===== src/tsp_pkg.sv =====
// constants, register map and carrier types for the timeslot/modem serial port
// Operation
// - short slot: at most eight bits, then release
// - entry assumes short; third bit picks frame
// - frame type decided per transfer, per direction
// - mode change may need one frame
// - long: first bit at strobe/clock rise
// - long: keep sending while strobe high
// - long: receive on falls while strobe high
// - slots may be four clocks apart
// - short: sync pulse, then eight rising bits
// - short: capture eight falls after sync
// - masked bit: skip receive, drive one/Z
// - mask sets shared transparent byte alignment
// - link clocks at most half bus clock
// - modem: transmit on fall, receive on rise
// - modem: request-to-send low while data waits
// - status bits follow clear-to-send, carrier-detect
// - clear-to-send lost: abort, resend later
// - no bit masking in modem mode
// - modem sync: boundary 1.5 clocks later
// - alignment kept; each sync pulse realigns
// - sync clears modulo-eight load counter
// - mask zero active, one ignored
// - serial data least significant bit first
package tsp_pkg;
    localparam int ADDR_W = 5;
    localparam logic [4:0] ADDR_CTRL = 5'h00; // mode and enables
    localparam logic [4:0] ADDR_MASK = 5'h04; // bit mask / alignment
    localparam logic [4:0] ADDR_TXDATA = 5'h08; // transmit holding byte
    localparam logic [4:0] ADDR_RXDATA = 5'h0c; // last received byte
    localparam logic [4:0] ADDR_STATUS = 5'h10; // line and engine state
    localparam int ST_ABORT = 5; // write one here clears the abort flag
    localparam logic [7:0] MASK_RST = 8'h00; // all positions active
    localparam logic [7:0] FILL_BYTE = 8'hff; // idle fill when nothing waits
    localparam logic [3:0] BIT_CAP = 4'hf; // bit counter saturation
    localparam logic [3:0] THIRD_BIT = 4'h3; // tx count in third bit-time
    localparam logic [2:0] LAST_BIT = 3'h7; // eighth bit of a byte
    // line mode of the channel
    typedef enum logic [1:0] {MODE_OFF, MODE_SLOT, MODE_MODEM} mode_e;
    // control register layout
    typedef struct packed {
        logic transparent; // transparent byte alignment
        logic mask_drive;  // masked bit drives one instead of Z
        logic tx_en;       // transmit enable
        mode_e mode;
    } ctrl_s;
    localparam logic [4:0] CTRL_RST = 5'h00;
    // status register layout
    typedef struct packed {
        logic rx_full;  // byte waiting in RXDATA
        logic abort;    // frame aborted on lost clear-to-send
        logic tx_pend;  // byte waiting to be sent
        logic rx_long;  // receiver in long-frame timing
        logic tx_long;  // transmitter in long-frame timing
        logic cd;       // carrier detect active
        logic cts;      // clear to send active
    } status_s;
    // external line inputs, all asynchronous to clock
    typedef struct packed {
        logic tx_clk;
        logic rx_clk;
        logic tx_stb;    // slot_assigner transmit strobe
        logic rx_stb;    // slot_assigner receive strobe
        logic rx_d;
        logic cts_n;
        logic cd_n;
        logic tx_sync_n; // transparent modem transmit sync
        logic rx_sync_n; // transparent modem receive sync
    } pins_s;
    localparam logic [8:0] PINS_IDLE = 9'h00f; // inactive levels
endpackage


===== src/tsp_serial_port.sv =====
// timeslot and modem serial port of one channel with its register file
//
// Decided for this implementation: the address-and-strobe port and the register addresses.
`timescale 1ns/1ps
`default_nettype none
module tsp_serial_port (
    input wire logic clock,
    input wire logic resetn,
    input wire logic [tsp_pkg::ADDR_W-1:0] addr,
    input wire logic [31:0] wdata,
    input wire logic wr_stb,
    input wire logic rd_stb,
    output logic [31:0] rdata,
    input wire tsp_pkg::pins_s pins,
    output logic tx_data,
    output logic tx_data_oe,
    output logic rts_n,
    output logic fifo_load,
    output logic [7:0] rx_byte
);
    import tsp_pkg::*;

    // first zero of the mask marks the transparent byte boundary
    function automatic logic [2:0] first_zero(input logic [7:0] m);
        logic [2:0] idx;
        idx = 3'h0;
        for (int i = 7; i >= 0; i--) begin
            if (!m[i]) begin
                idx = 3'(i);
            end
        end
        return idx;
    endfunction

    pins_s s1_r, s2_r, s3_r; // synchroniser stages and edge history
    ctrl_s ctrl_r; // control register
    logic [7:0] mask_r; // bit mask register
    logic [7:0] hold_r; // transmit holding byte
    logic tx_pend_r, abort_r, rx_full_r; // sticky and pending flags
    mode_e mode_q_r; // mode of the previous cycle
    logic [31:0] rdata_r;
    logic tx_data_r, tx_oe_r, rts_n_r, fifo_load_r;
    logic [7:0] rx_byte_r;
    // transmit slot state
    logic tx_act_r, tx_long_r, tx_long_nxt_r, tx_stb_f_r;
    logic [3:0] tx_bit_r;
    // transmit byte state
    logic [7:0] tx_sh_r;
    logic [2:0] tx_cnt_r;
    logic tx_busy_r, tx_sdly_r;
    logic [1:0] cts_hi_r; // falls seen with clear-to-send inactive
    // receive slot and byte state
    logic rx_act_r, rx_long_r, rx_long_nxt_r;
    logic [3:0] rx_bit_r;
    logic [7:0] rx_sh_r;
    logic [2:0] rx_cnt_r;
    logic [1:0] rx_sdly_r;

    // two flops before any logic; the third stage only feeds edge detection
    always_ff @(posedge clock) begin
        if (!resetn) begin
            s1_r <= pins_s'(PINS_IDLE);
            s2_r <= pins_s'(PINS_IDLE);
            s3_r <= pins_s'(PINS_IDLE);
        end else begin
            s1_r <= pins;
            s2_r <= s1_r;
            s3_r <= s2_r;
        end
    end

    // edges of the sampled link clocks and strobe; link clocks must stay
    // below half the bus clock or edges are missed
    logic tx_rise, tx_fall, rx_rise, rx_fall, tx_stb_rise;
    assign tx_rise = s2_r.tx_clk & ~s3_r.tx_clk;
    assign tx_fall = ~s2_r.tx_clk & s3_r.tx_clk;
    assign rx_rise = s2_r.rx_clk & ~s3_r.rx_clk;
    assign rx_fall = ~s2_r.rx_clk & s3_r.rx_clk;
    assign tx_stb_rise = s2_r.tx_stb & ~s3_r.tx_stb;

    logic mode_ts, mode_md, ts_entry;
    logic [2:0] align;
    assign mode_ts = ctrl_r.mode == MODE_SLOT;
    assign mode_md = ctrl_r.mode == MODE_MODEM;
    assign ts_entry = mode_ts && mode_q_r != MODE_SLOT;
    assign align = first_zero(mask_r);

    // transmit decode: start, continue, end of a slot
    logic tx_start, tx_more, tx_end, tx_emit, tx_masked, tx_force;
    logic tx_bnd, tx_take, tx_step, tx_abort;
    logic [2:0] tx_p;
    logic [7:0] tx_cur;
    assign tx_p = tx_bit_r[2:0];
    // long starts on the strobe edge, short on the clock after the sync
    assign tx_start = !tx_act_r && (tx_long_r ? tx_stb_rise : (tx_rise && tx_stb_f_r));
    assign tx_more = tx_act_r && tx_rise && (tx_bit_r < 4'h8 || (tx_long_r && s2_r.tx_stb));
    assign tx_end = tx_act_r && tx_rise && !tx_more;
    assign tx_emit = (mode_ts && (tx_start || tx_more)) || (mode_md && tx_fall);
    // masking only in plain timeslot operation
    assign tx_masked = mode_ts && !ctrl_r.transparent && mask_r[tx_p];
    assign tx_force = ctrl_r.transparent && (mode_ts ? tx_p == align : tx_sdly_r);
    assign tx_bnd = tx_cnt_r == 3'h0 || tx_force;
    // modem takes a new frame only while clear-to-send is active
    assign tx_take = tx_bnd && tx_pend_r && (mode_ts || !s2_r.cts_n);
    assign tx_cur = tx_bnd ? (tx_take ? hold_r : FILL_BYTE) : tx_sh_r;
    assign tx_abort = mode_md && tx_busy_r && tx_fall && s2_r.cts_n && cts_hi_r != 2'h0;
    assign tx_step = tx_emit && !tx_masked && !tx_abort;

    // transmit slot tracking and frame-type decision
    always_ff @(posedge clock) begin
        if (!resetn || ts_entry) begin
            tx_act_r <= 1'b0;
            tx_bit_r <= 4'h0;
            tx_long_r <= 1'b0;
            tx_long_nxt_r <= 1'b0;
            tx_stb_f_r <= 1'b0;
        end else if (mode_ts) begin
            if (tx_fall) begin
                tx_stb_f_r <= s2_r.tx_stb;
                // strobe level in the third bit-time picks the next frame type
                if (tx_act_r && tx_bit_r == THIRD_BIT) begin
                    tx_long_nxt_r <= s2_r.tx_stb;
                end
            end
            if (tx_start) begin
                tx_act_r <= 1'b1;
                tx_bit_r <= 4'h1;
            end else if (tx_more) begin
                tx_bit_r <= (tx_bit_r == BIT_CAP) ? BIT_CAP : tx_bit_r + 4'h1;
            end else if (tx_end) begin
                // timing switches only here, so a change costs one frame
                tx_act_r <= 1'b0;
                tx_bit_r <= 4'h0;
                tx_long_r <= tx_long_nxt_r;
            end
        end
    end

    // transmit shift register, lsb first
    always_ff @(posedge clock) begin
        if (!resetn) begin
            tx_sh_r <= FILL_BYTE;
            tx_cnt_r <= 3'h0;
            tx_busy_r <= 1'b0;
        end else if (tx_abort) begin
            tx_sh_r <= FILL_BYTE;
            tx_cnt_r <= 3'h0;
            tx_busy_r <= 1'b0;
        end else if (tx_step) begin
            tx_sh_r <= {1'b1, tx_cur[7:1]};
            tx_cnt_r <= tx_bnd ? 3'h1 : tx_cnt_r + 3'h1;
            if (tx_bnd) begin
                tx_busy_r <= tx_take;
            end
        end
    end

    // modem transmit sync and clear-to-send watch, both on falling edges
    always_ff @(posedge clock) begin
        if (!resetn) begin
            tx_sdly_r <= 1'b0;
            cts_hi_r <= 2'h0;
        end else if (tx_fall) begin
            tx_sdly_r <= mode_md && !s2_r.tx_sync_n;
            if (!s2_r.cts_n) begin
                cts_hi_r <= 2'h0;
            end else if (cts_hi_r != 2'h3) begin
                cts_hi_r <= cts_hi_r + 2'h1;
            end
        end
    end

    // transmit pin; outside the slot the pin floats
    always_ff @(posedge clock) begin
        if (!resetn || !(mode_ts || mode_md)) begin
            tx_data_r <= 1'b1;
            tx_oe_r <= 1'b0;
        end else if (tx_abort) begin
            tx_data_r <= 1'b1;
            tx_oe_r <= ctrl_r.tx_en;
        end else if (tx_emit) begin
            tx_data_r <= tx_masked ? 1'b1 : tx_cur[0];
            tx_oe_r <= tx_masked ? ctrl_r.mask_drive : ctrl_r.tx_en;
        end else if (mode_ts && tx_end) begin
            tx_oe_r <= 1'b0;
        end
    end

    // receive decode
    logic rx_samp, rx_end, rx_masked, rx_force, rx_bnd, rx_step;
    logic [2:0] rx_p;
    logic [7:0] rx_new;
    assign rx_p = rx_bit_r[2:0];
    // long samples every fall with strobe high; short only inside the slot
    assign rx_samp = mode_ts && rx_fall && (rx_long_r ? s2_r.rx_stb : rx_act_r);
    assign rx_end = rx_fall && rx_act_r && (rx_long_r ? !s2_r.rx_stb : rx_bit_r == 4'h7);
    assign rx_masked = !ctrl_r.transparent && mask_r[rx_p];
    assign rx_force = ctrl_r.transparent && (mode_ts ? rx_p == align : rx_sdly_r[1]);
    // modem samples on rising edges while carrier detect is active
    assign rx_step = (rx_samp && !rx_masked) || (mode_md && rx_rise && !s2_r.cd_n);
    assign rx_bnd = rx_cnt_r == 3'h0 || rx_force;
    assign rx_new = {s2_r.rx_d, rx_sh_r[7:1]};

    // receive slot tracking, independent of the transmitter
    always_ff @(posedge clock) begin
        if (!resetn || ts_entry) begin
            rx_act_r <= 1'b0;
            rx_bit_r <= 4'h0;
            rx_long_r <= 1'b0;
            rx_long_nxt_r <= 1'b0;
        end else if (mode_ts && rx_fall) begin
            if (rx_samp && rx_bit_r == 4'h2) begin
                rx_long_nxt_r <= s2_r.rx_stb;
            end
            if (!rx_act_r && s2_r.rx_stb) begin
                // short: the sync fall itself carries no data
                rx_act_r <= 1'b1;
                rx_bit_r <= rx_long_r ? 4'h1 : 4'h0;
            end else if (rx_end) begin
                rx_act_r <= 1'b0;
                rx_bit_r <= 4'h0;
                rx_long_r <= rx_long_nxt_r;
            end else if (rx_samp) begin
                rx_bit_r <= (rx_bit_r == BIT_CAP) ? BIT_CAP : rx_bit_r + 4'h1;
            end
        end
    end

    // receive shift register and modulo-eight load counter
    always_ff @(posedge clock) begin
        if (!resetn) begin
            rx_sh_r <= 8'h00;
            rx_cnt_r <= 3'h0;
            rx_byte_r <= 8'h00;
            fifo_load_r <= 1'b0;
        end else begin
            fifo_load_r <= 1'b0;
            if (rx_step) begin
                rx_sh_r <= rx_new;
                // a sync restarts the count, so frequent syncs never load
                if (rx_bnd) begin
                    rx_cnt_r <= 3'h1;
                end else if (rx_cnt_r == LAST_BIT) begin
                    rx_cnt_r <= 3'h0;
                    rx_byte_r <= rx_new;
                    fifo_load_r <= 1'b1;
                end else begin
                    rx_cnt_r <= rx_cnt_r + 3'h1;
                end
            end
        end
    end

    // modem receive sync: seen on a fall, boundary on the rise after the next fall
    always_ff @(posedge clock) begin
        if (!resetn) begin
            rx_sdly_r <= 2'h0;
        end else if (rx_fall) begin
            rx_sdly_r <= {rx_sdly_r[0], mode_md && !s2_r.rx_sync_n};
        end
    end

    // software registers and flags; hardware set wins over clear
    always_ff @(posedge clock) begin
        if (!resetn) begin
            ctrl_r <= ctrl_s'(CTRL_RST);
            mask_r <= MASK_RST;
            hold_r <= 8'h00;
            tx_pend_r <= 1'b0;
            abort_r <= 1'b0;
            rx_full_r <= 1'b0;
            mode_q_r <= MODE_OFF;
        end else begin
            mode_q_r <= ctrl_r.mode;
            if (wr_stb && addr == ADDR_CTRL) begin
                ctrl_r <= ctrl_s'(wdata[4:0]);
            end
            if (wr_stb && addr == ADDR_MASK) begin
                mask_r <= wdata[7:0];
            end
            // a write or an abort leaves a byte waiting; resend uses hold_r
            if (wr_stb && addr == ADDR_TXDATA) begin
                hold_r <= wdata[7:0];
                tx_pend_r <= 1'b1;
            end else if (tx_abort) begin
                tx_pend_r <= 1'b1;
            end else if (tx_step && tx_take) begin
                tx_pend_r <= 1'b0;
            end
            if (tx_abort) begin
                abort_r <= 1'b1;
            end else if (wr_stb && addr == ADDR_STATUS && wdata[ST_ABORT]) begin
                abort_r <= 1'b0;
            end
            if (fifo_load_r) begin
                rx_full_r <= 1'b1;
            end else if (rd_stb && addr == ADDR_RXDATA) begin
                rx_full_r <= 1'b0;
            end
        end
    end

    // read data for one cycle after the strobe, zero elsewhere
    status_s status;
    assign status = '{rx_full: rx_full_r, abort: abort_r, tx_pend: tx_pend_r,
                      rx_long: rx_long_r, tx_long: tx_long_r,
                      cd: !s2_r.cd_n, cts: !s2_r.cts_n};
    always_ff @(posedge clock) begin
        if (!resetn || !rd_stb) begin
            rdata_r <= 32'h0;
        end else begin
            case (addr)
                ADDR_CTRL: rdata_r <= {27'h0, ctrl_r};
                ADDR_MASK: rdata_r <= {24'h0, mask_r};
                ADDR_TXDATA: rdata_r <= {24'h0, hold_r};
                ADDR_RXDATA: rdata_r <= {24'h0, rx_byte_r};
                ADDR_STATUS: rdata_r <= {25'h0, status};
                default: rdata_r <= 32'h0;
            endcase
        end
    end

    // request-to-send while data waits or a frame runs
    always_ff @(posedge clock) begin
        if (!resetn) begin
            rts_n_r <= 1'b1;
        end else begin
            rts_n_r <= !(mode_md && (tx_pend_r || tx_busy_r));
        end
    end

    assign rdata = rdata_r;
    assign tx_data = tx_data_r;
    assign tx_data_oe = tx_oe_r;
    assign rts_n = rts_n_r;
    assign fifo_load = fifo_load_r;
    assign rx_byte = rx_byte_r;
endmodule // tsp_serial_port
`default_nettype wire


===== config.mk =====
export PLATFORM = sky130hd
export DESIGN_NAME = tsp_serial_port
export DESIGN_NICKNAME = d
export VERILOG_FILES = /design/src/tsp_pkg.sv /design/src/tsp_serial_port.sv
export SDC_FILE = /design/constraint.sdc
export NUM_CORES = 1
export LEC_CHECK = 0
export BUFFER_PORTS_ARGS = -buffer_cell sky130_fd_sc_hd__buf_2
export CAP_MARGIN = 25
export CORE_MARGIN = 5
export CORE_UTILIZATION = 35
export CTS_BUF_LIST = sky130_fd_sc_hd__clkbuf_4
export DETAILED_ROUTE_END_ITERATION = 16
export GPL_TIMING_DRIVEN = 1
export SETUP_SLACK_MARGIN = 0.02
export SKIP_CTS_REPAIR_TIMING = 1
export SLEW_MARGIN = 20
export SYNTH_ARGS = -nofsm -noshare
export SYNTH_HDL_FRONTEND = slang
export SYNTH_SLANG_ARGS = --single-unit

===== constraint.sdc =====
create_clock -name clock -period 2.21 [get_ports clock]
set_clock_uncertainty 0.15 [all_clocks]
set_input_delay 0.3315 -clock clock [delete_from_list [all_inputs] [get_ports clock]]
set_output_delay 0.3315 -clock clock [all_outputs]
set_load 0.005 [all_outputs]

# Yosys cells after proc, flatten, opt, wreduce, memory -nomap -nowiden

Index checks and enable logic that the tools add are counted.

Add/sub/neg operators: 5
Bitwise gates (word level): 16
Equal/unequal tests: 18
Magnitude comparators: 3
Reductions and logical operators: 98
Multiplexer cells: 52

Operator list:

| kind                | count |
|---|---|
| $logic_and 1x1->1   | 43 |
| $pmux 8 s5          | 1 |
| $mux 3              | 11 |
| $mux 4              | 8 |
| $mux 1              | 26 |
| $logic_not 1->1     | 16 |
| $mux 8              | 2 |
| $reduce_and 2->1    | 7 |
| $logic_or 1x1->1    | 12 |
| $reduce_and 3->1    | 4 |
| $reduce_bool 3->1   | 4 |
| $not 1->1           | 11 |
| $eq 5x4->1 const B  | 2 |
| $reduce_bool 2->1   | 5 |
| $add 4x1->4 const B | 2 |
| $eq 4x2->1 const B  | 2 |
| $eq 4x4->1 const B  | 2 |
| $lt 3x4->1 const B  | 2 |
| $add 3x1->3 const B | 2 |
| $bmux 1 s3          | 2 |
| $eq 3x3->1          | 2 |
| $logic_not 3->1     | 2 |
| $and 1x1->1         | 5 |
| $eq 5x3->1 const B  | 1 |
| 14 further kinds    | 18 |

Logic and storage cells: 246
Register bits after elaboration: 133
Output and inout bits: 44
Input bits: 50

# Longest topological paths before layout

Gate-level depths: netlist of run 1.

Depth in word-level cells: 18
Depth in mapped cells: 11
Gate-level depth less buffers: 9

# Least setup slack after synthesis of run 1

OpenSTA, ideal clock, no wires.

Kind: register to register
Start point: register rx_bit_r[0]
End point: register rx_byte_r[7], in the netlist rx_byte[7]
Buffers on the path: 2
Required time: 1.931 ns
Cell stages (with the launch flop): 9
Path slack: -0.092 ns
Clock period less this slack: 2.302 ns
Arrival: 2.023 ns
Library setup time: 0.129 ns
Cells stage by stage: dfxtp_1 buf_2 mux4_2 o211ai_1 a31oi_4 nand4b_4 clkbuf_1 nand3_1 o21ai_0

Cells in the longest elaborated chain, start to end: 7
Elaborated cells on any way between the ends: 12
Those cells by class: 1 x eq/ne; 3 x mux; 1 x bitwise; 7 x reduce/logical

RTL lines:

| what                         | line                   | source |
|---|---|---|
| start: declaration           | tsp_serial_port.sv:54  | `logic [3:0] rx_bit_r;` |
| start signal: assignment     | tsp_serial_port.sv:218 | `rx_bit_r <= rx_long_r ? 4'h1 : 4'h0;` |
| start signal: assignment     | tsp_serial_port.sv:224 | `rx_bit_r <= (rx_bit_r == BIT_CAP) ? BIT_CAP : rx_bit_r + 4'h1;` |
| $bmux 1 s3                   | tsp_serial_port.sv:197 | `assign rx_masked = !ctrl_r.transparent && mask_r[rx_p];` |
| $mux 1 (implied by the code) | tsp_serial_port.sv:197 |  |
| $logic_and 1x1->1            | tsp_serial_port.sv:197 |  |
| $logic_not 1->1              | tsp_serial_port.sv:200 | `assign rx_step = (rx_samp && !rx_masked) \|\| (mode_md && rx_rise && !s2_r.cd_n);` |
| $logic_and 1x1->1            | tsp_serial_port.sv:200 |  |
| $logic_or 1x1->1             | tsp_serial_port.sv:200 |  |
| $reduce_and 3->1 (no line) * | n/a                    |  |
| end signal: assignment       | tsp_serial_port.sv:245 | `rx_byte_r <= rx_new;` |
| end: declaration             | tsp_serial_port.sv:43  | `logic [7:0] rx_byte_r;` |

Mark *: on every way between the ends. The rest lies on a longest branch, timed or not. The select of a mux whose other input is x is not followed.
A chain may end at the register's enable or synchronous reset.

# Worst setup path after layout of run 1

Start point: register mask_r[4]
End point: register tx_cnt_r[2]

Cells in the longest elaborated chain, start to end: 10
Elaborated cells on any way between the ends: 16
Those cells by class: 1 x eq/ne; 9 x mux; 6 x reduce/logical

RTL lines:

| what                     | line                   | source |
|---|---|---|
| start: declaration       | tsp_serial_port.sv:37  | `logic [7:0] mask_r;` |
| start signal: assignment | tsp_serial_port.sv:279 | `mask_r <= wdata[7:0];` |
| $mux 3 (5 in series)     | tsp_serial_port.sv:28  | `if (!m[i]) begin` |
| $eq 3x3->1               | tsp_serial_port.sv:101 | `assign tx_force = ctrl_r.transparent && (mode_ts ? tx_p == align : tx_sdly_r);` |
| $mux 1                   | tsp_serial_port.sv:101 |  |
| $logic_and 1x1->1        | tsp_serial_port.sv:101 |  |
| $logic_or 1x1->1         | tsp_serial_port.sv:102 | `assign tx_bnd = tx_cnt_r == 3'h0 \|\| tx_force;` |
| $mux 3                   | tsp_serial_port.sv:151 | `tx_cnt_r <= tx_bnd ? 3'h1 : tx_cnt_r + 3'h1;` |
| end signal: assignment   | tsp_serial_port.sv:151 |  |
| end: declaration         | tsp_serial_port.sv:49  | `logic [2:0] tx_cnt_r;` |

Several ways; a longest one is shown, not always the timed one. The select of a mux whose other input is x is not followed.

==> results.tsv, run 1 <==
stage	metric	value	unit
run_status	status	finished, violations left	
run_status	violations	negative hold slack	
critical_path	cp-end-kind	flop	
run	drv_cap	0	
layout	area_delta_synth_final	22.1	%
synth	synth_simple_gate_area_frac	0.231	
detailed_routing	vias	4518	
clock_network	clockBufferDepth	2	
placement	globalplace.congestion	0.890	
hold_path	min_path_type	in -> reg	
synth	synth_xor_area_frac	0.00515	
synth	synth_fa_ha_area_frac	0.0294	
floorplanning	die_y	131	um
detailed_routing	post-route-drc-count	0	
layout	nFillCells	1447	
clock_network	tritoncts	yes	
synth	yosysWarnings	0	
global_route	grt_usage	0.149	
clock_network	cts_made_buffers	9	
global_route	antenna_found_initial	1	
synth	synth-compound-area-share	0.161	
clock_network	clk_pin_slew	0.16	ns
floorplanning	start_util	0.354	
layout	final_common_cell	dfxtp_1	
critical_path	critical_path_required	2.49	ns
global_route	grt_max_degree	35	
timing	worst_slack	0.00209	ns
power_and_ir_drop	peakVddDrop	580	uV
layout	nNetsFinal	746	
timing	period_minus_slack	2.21	ns
critical_path	critical_path_peak_fanout	6	
layout	layout_common_cells	dfxtp_1 (92), nand2_1 (60), a21oi_1 (54)	
timing	slew_viol_final	0	
critical_path	critPathKind	reg -> reg	
synth	ys_types	67	
synth	ys.flop_type	dfxtp_1	
timing	finalHoldViolations	1	
synth	ys_seq_area_frac	0.424	
timing	rsz0062_at_grt	true	
synth	synthArstFlopShare	0	
floorplanning	dieArea	17100	um^2
floorplanning	core_area	14400	um^2
floorplanning	fp.dieW	131	um
timing	min_period_over_period	0.999	
power_and_ir_drop	p_leak	2.52	nW
synth	avgSynthCellArea	8.70	um^2
detailed_routing	wl_per_cell	15.2	um
global_route	grt_pass1_wl	20200	um
placement	post-place-ws	-0.0733	ns
detailed_routing	firstDrtPassIters	6	
synth	synth_seq_cells	108	
clock_network	cts-root-buf	clkbuf_4	
floorplanning	io_pins	94	
timing	tightest_slew	0.849	ns
placement	dp_hpwl	9490	um
detailed_routing	vias_per_cell	5.18	
layout	diodes	0	
clock_network	insertion_delay	0.49	ns
synth	syn_area	5100	um^2
timing	setup_violations	0	
global_route	grt_pass1_vias	4082	
clock_network	htreeDepth	3	
placement	numPortBuffers	45	
critical_path	start_kind	flop	
synth	synth_cells	586	
synth	muxShareOfSynthArea	0.0635	
timing	whs	-0.00376	ns
layout	multiInputGateArea	2760	um^2
layout	drive_gt1_frac	0.255	
timing	slew_headroom	0.434	
synth	synth_top_family_by_area	simple AND/OR/NAND/NOR gates	
floorplanning	rows	44	
detailed_routing	drt_iter0_markers	385	
global_route	grt_overflow_total	0	
critical_path	crit_arrival	2.49	ns
layout	regArea	2190	um^2
detailed_routing	wl	13300	um
timing	fmax	0.453	GHz
detailed_routing	postRouteAntennaNets	0	
clock_network	cts.sink_count	108	
synth	synth_edf_count	0	
power_and_ir_drop	p_per_area	508	nW/um^2
==> layout make-up <==
type                    instances  share of cell area
clock buffers                  10              0.0121
clock inverters                 6             0.00964
inverters                      19              0.0115
multi-input cells             428               0.443
flip-flops and latches        108               0.352
well taps                     184              0.0370
repair buffers                118               0.134
==> where the power goes <==
| group | internal [mW] | total (mW) | leakage (nW) | switching (mW) |
|---|---|---|---|---|
| logic | 0.0759 | 0.176 | 1.56 | 0.100 |
| registers | 1.96 | 1.98 | 0.884 | 0.0137 |
| clock network | 0.358 | 1.01 | 0.0762 | 0.652 |
| total | 2.40 | 3.16 | 2.52 | 0.766 |
==> state kept, by name, summed over array words and instances, names as in the netlist, 2 cells and up <==
signal	cells
rdata	8
rx_sdly_r	2
mode_q_r	2
rx_cnt_r	3
hold_r	8
tx_bit_r	4
rx_bit_r	4
tx_cnt_r	3
s1_r	9
rx_sh_r	7
s2_r	8
tx_sh_r	7
ctrl_r	5
mask_r	8
s3_r	3
cts_hi_r	2
rx_byte	8
==> final timing paths <==
path                                start           to  slack [ns]  cells after the start
worst max register to register  mask_r[4]  tx_cnt_r[2]       0.002                      7
worst min-delay path               rd_stb    rx_full_r      -0.004                      4
worst min register to register    s1_r[0]      s2_r[0]        0.27                      1
worst max-delay path            mask_r[4]  tx_cnt_r[2]       0.002                      7
==> cells in the mapped netlist, types with 4 or more instances <==
library cell	number	share of area
nor2b_1	5	0.0061
ha_1	12	0.029
clkbuf_1	23	0.017
or3_1	4	0.0049
a31oi_1	6	0.0074
nand2b_1	12	0.015
nor2_1	50	0.037
inv_1	19	0.014
o211ai_1	4	0.0059
nand3_1	31	0.030
dfxtp_1	108	0.42
mux2_2	4	0.0088
a21oi_1	55	0.054
nor3_1	17	0.017
and2_1	14	0.017
a22oi_1	5	0.0074
o31ai_1	7	0.010
nand2_1	62	0.046
buf_4	26	0.038
and3_1	4	0.0049
mux2i_1	23	0.045
a222oi_1	7	0.014
o21ai_0	19	0.019
nand3b_1	7	0.010
==> metal layers <==
metal,vias to the layer above,share of wire,global-route usage
li1,2222,-,-
met1,2145,0.44,0.196
met2,126,0.49,0.232
met3,23,0.053,0.0350
met4,2,0.022,0.0684
met5,-,0.0015,0
==> metrics by stage <==
step	utilization	instances	power, mW	TNS, ns	area [um^2]
after detailed placement	0.391	830	2.17	-0.254	5640
after global placement	0.391	830	2.17	-0.0315	5640
after global routing	0.432	873	3.31	-0.714	6230
after floorplan	-	609	2.13	-0.0251	5200
final	0.432	873	3.16	0	6230
after CTS	0.400	846	3.17	-0.493	5770
==> worst max-delay path: stages, from the launching register on <==
cell	delay (ns)
dfxtp_4	0.41
buf_4	0.15
a311oi_4	0.31
xor2_1	0.20
nor2_2	0.07
a31o_1	0.24
or4_4	0.49
a21oi_2	0.12
==> kinds of logic after synthesis <==
group                    count (synthesis)
multiplexers                            29
buffers and inverters                   75
flip-flops                             108
XOR/XNOR                                 3
AND/OR/NAND/NOR                        232
AO/OA/AOI/OAI                          126
adder cells (fa/ha/maj)                 12
other                                    1
Note: power is estimated with default switching activity, not from simulation.
==> run 2: changes to the inputs <==
--- a/config.mk
+++ b/config.mk
@@ -12,6 +12,7 @@
 export CTS_BUF_LIST = sky130_fd_sc_hd__clkbuf_4
 export DETAILED_ROUTE_END_ITERATION = 16
 export GPL_TIMING_DRIVEN = 1
+export PLACE_DENSITY_LB_ADDON = 0.1
 export SETUP_SLACK_MARGIN = 0.02
 export SKIP_CTS_REPAIR_TIMING = 1
 export SLEW_MARGIN = 20
==> results.tsv, run 2 (synthesis gave the netlist of run 1 again) <==
stage	metric	value	unit
run_status	status	finished, violations left	
run_status	violations	negative setup slack	
floorplanning	rows	44	
layout	area_delta_synth_final	29.6	%
timing	min_period_over_period	1.00	
detailed_routing	drt_iter0_markers	305	
timing	period_minus_slack	2.22	ns
detailed_routing	vias	4531	
layout	largest_reg_flops	9	
floorplanning	dieArea	17100	um^2
timing	fin_tns_setup	-0.00945	ns
global_route	antenna_found_initial	0	
floorplanning	die_y	131	um
layout	layout_common_cells	dfxtp_1 (93), buf_4 (63), nand2_1 (59)	
floorplanning	io_pins	94	
critical_path	r2r_end	tx_cnt_r[2]	
critical_path	crit_arrival	2.51	ns
placement	numPortBuffers	45	
power_and_ir_drop	peakVddDrop	394	uV
critical_path	critical_path_peak_fanout	5	
critical_path	r2r-start	tx_bit_r[1]	
placement	dp_cells	841	
timing	tightest_slew	0.635	ns
layout	stdcell_area	6610	um^2
placement	globalplace.congestion	0.829	
clock_network	cts.sink_count	108	
timing	finalHoldViolations	0	
timing	worst_slack	-0.00945	ns
critical_path	critPathKind	reg -> reg	
layout	regMostFlops	s1_r	
layout	diodes	0	
clock_network	clockBufferDepth	2	
hold_path	min_path_type	in -> reg	
timing	fmax	0.451	GHz
power_and_ir_drop	p_per_area	501	nW/um^2
timing	slew_headroom	0.575	
layout	final_common_cell	dfxtp_1	
critical_path	start_kind	flop	
hold_path	min_delay_worst_endpoint	rdata[6]	
layout	nFillCells	1394	
placement	placed_area	5750	um^2
global_route	grt_pass1_wl	21100	um
clock_network	tritoncts	yes	
detailed_routing	vias_per_cell	5.10	
placement	post-place-ws	-0.0990	ns
clock_network	insertion_delay	0.50	ns
global_route	grt_max_degree	26	
power_and_ir_drop	p_leak	2.60	nW
hold_path	hp-start	addr[1]	
run	drv_cap	0	
floorplanning	fp.dieW	131	um
critical_path	critical_path_required	2.50	ns
critical_path	cp-end-kind	flop	
detailed_routing	firstDrtPassIters	7	
layout	nNetsFinal	762	
global_route	grt_overflow_total	0	
clock_network	clk_pin_slew	0.16	ns
detailed_routing	postRouteAntennaNets	0	
critical_path	worstRegToRegCells	6	
clock_network	cts-root-buf	clkbuf_4	
critical_path	r2r_setup_slack	-0.009	ns
global_route	grt_usage	0.158	
layout	fin_cells	888	
hold_path	holdPathStages	4	
global_route	grt_pass1_vias	4132	
detailed_routing	wl	14200	um
layout	drive_gt1_frac	0.303	
clock_network	cts_made_buffers	9	
timing	slew_viol_final	0	
clock_network	htreeDepth	3	
timing	rsz0062_at_grt	true	
detailed_routing	wl_per_cell	16.0	um
detailed_routing	post-route-drc-count	0	
timing	setup_violations	1	
power_and_ir_drop	p_total	3.31	mW
floorplanning	core_area	14400	um^2
placement	dp_hpwl	10000	um
floorplanning	start_util	0.354	
-- run 2: power by group --
part | leakage, nW | switching, mW | internal, mW | total [mW]
Clock | 0.0806 | 0.671 | 0.473 | 1.14
Combinational | 1.64 | 0.108 | 0.0854 | 0.193
Sequential | 0.884 | 0.0132 | 1.96 | 1.98
Total | 2.60 | 0.792 | 2.52 | 3.31
-- run 2: metal layers --
metal	share of wire	routed length (um)	global-route usage	vias up
met5	0	0	0	-
met4	0.013	179	0.0411	0
met3	0.050	716	0.0455	14
met2	0.48	6790	0.248	115
met1	0.46	6500	0.214	2151
li1	-	-	-	2251
-- run 2: worst max-delay path by stage --
stage,cells after the start,slack [ns],startpoint,to
after floorplan,8,-0.03,rx_bit_r[0],rx_byte[7]
after detailed placement,7,-0.1,tx_bit_r[1],tx_sh_r[3]
after global routing,7,-0.07,s2_r[8],tx_cnt_r[2]
after global placement,10,-0.08,ctrl_r[1],tx_data
after CTS,9,-0.17,ctrl_r[0],tx_sh_r[3]
final,6,-0.009,tx_bit_r[1],tx_cnt_r[2]
-- run 2: stage by stage --
step	hold WS (ns)	utilization
2_1_floorplan	0.236	-
3_3_place_gp	0.242	0.398
3_5_place_dp	0.248	0.398
5_1_grt	0.0167	0.458
4_1_cts	-0.184	0.410
6_report	0.0379	0.458
-- run 2: critical path: stages, from the launching register on --
cell	delay (ns)
dfxtp_2	0.38
mux4_2	0.49
o211ai_1	0.29
and2b_2	0.25
nand2_4	0.07
or4_4	0.42
a21oi_2	0.12
-- run 2: layout make-up --
type	count	area [um^2]	share of cell area
Timing Repair Buffer	133	981	0.148
Clock buffer	10	75.1	0.0114
Sequential cell	108	2200	0.332
Tap cell	184	230	0.0348
Multi-Input combinational cell	429	2970	0.449
Clock inverter	5	86.3	0.0131
Inverter	19	71.3	0.0108
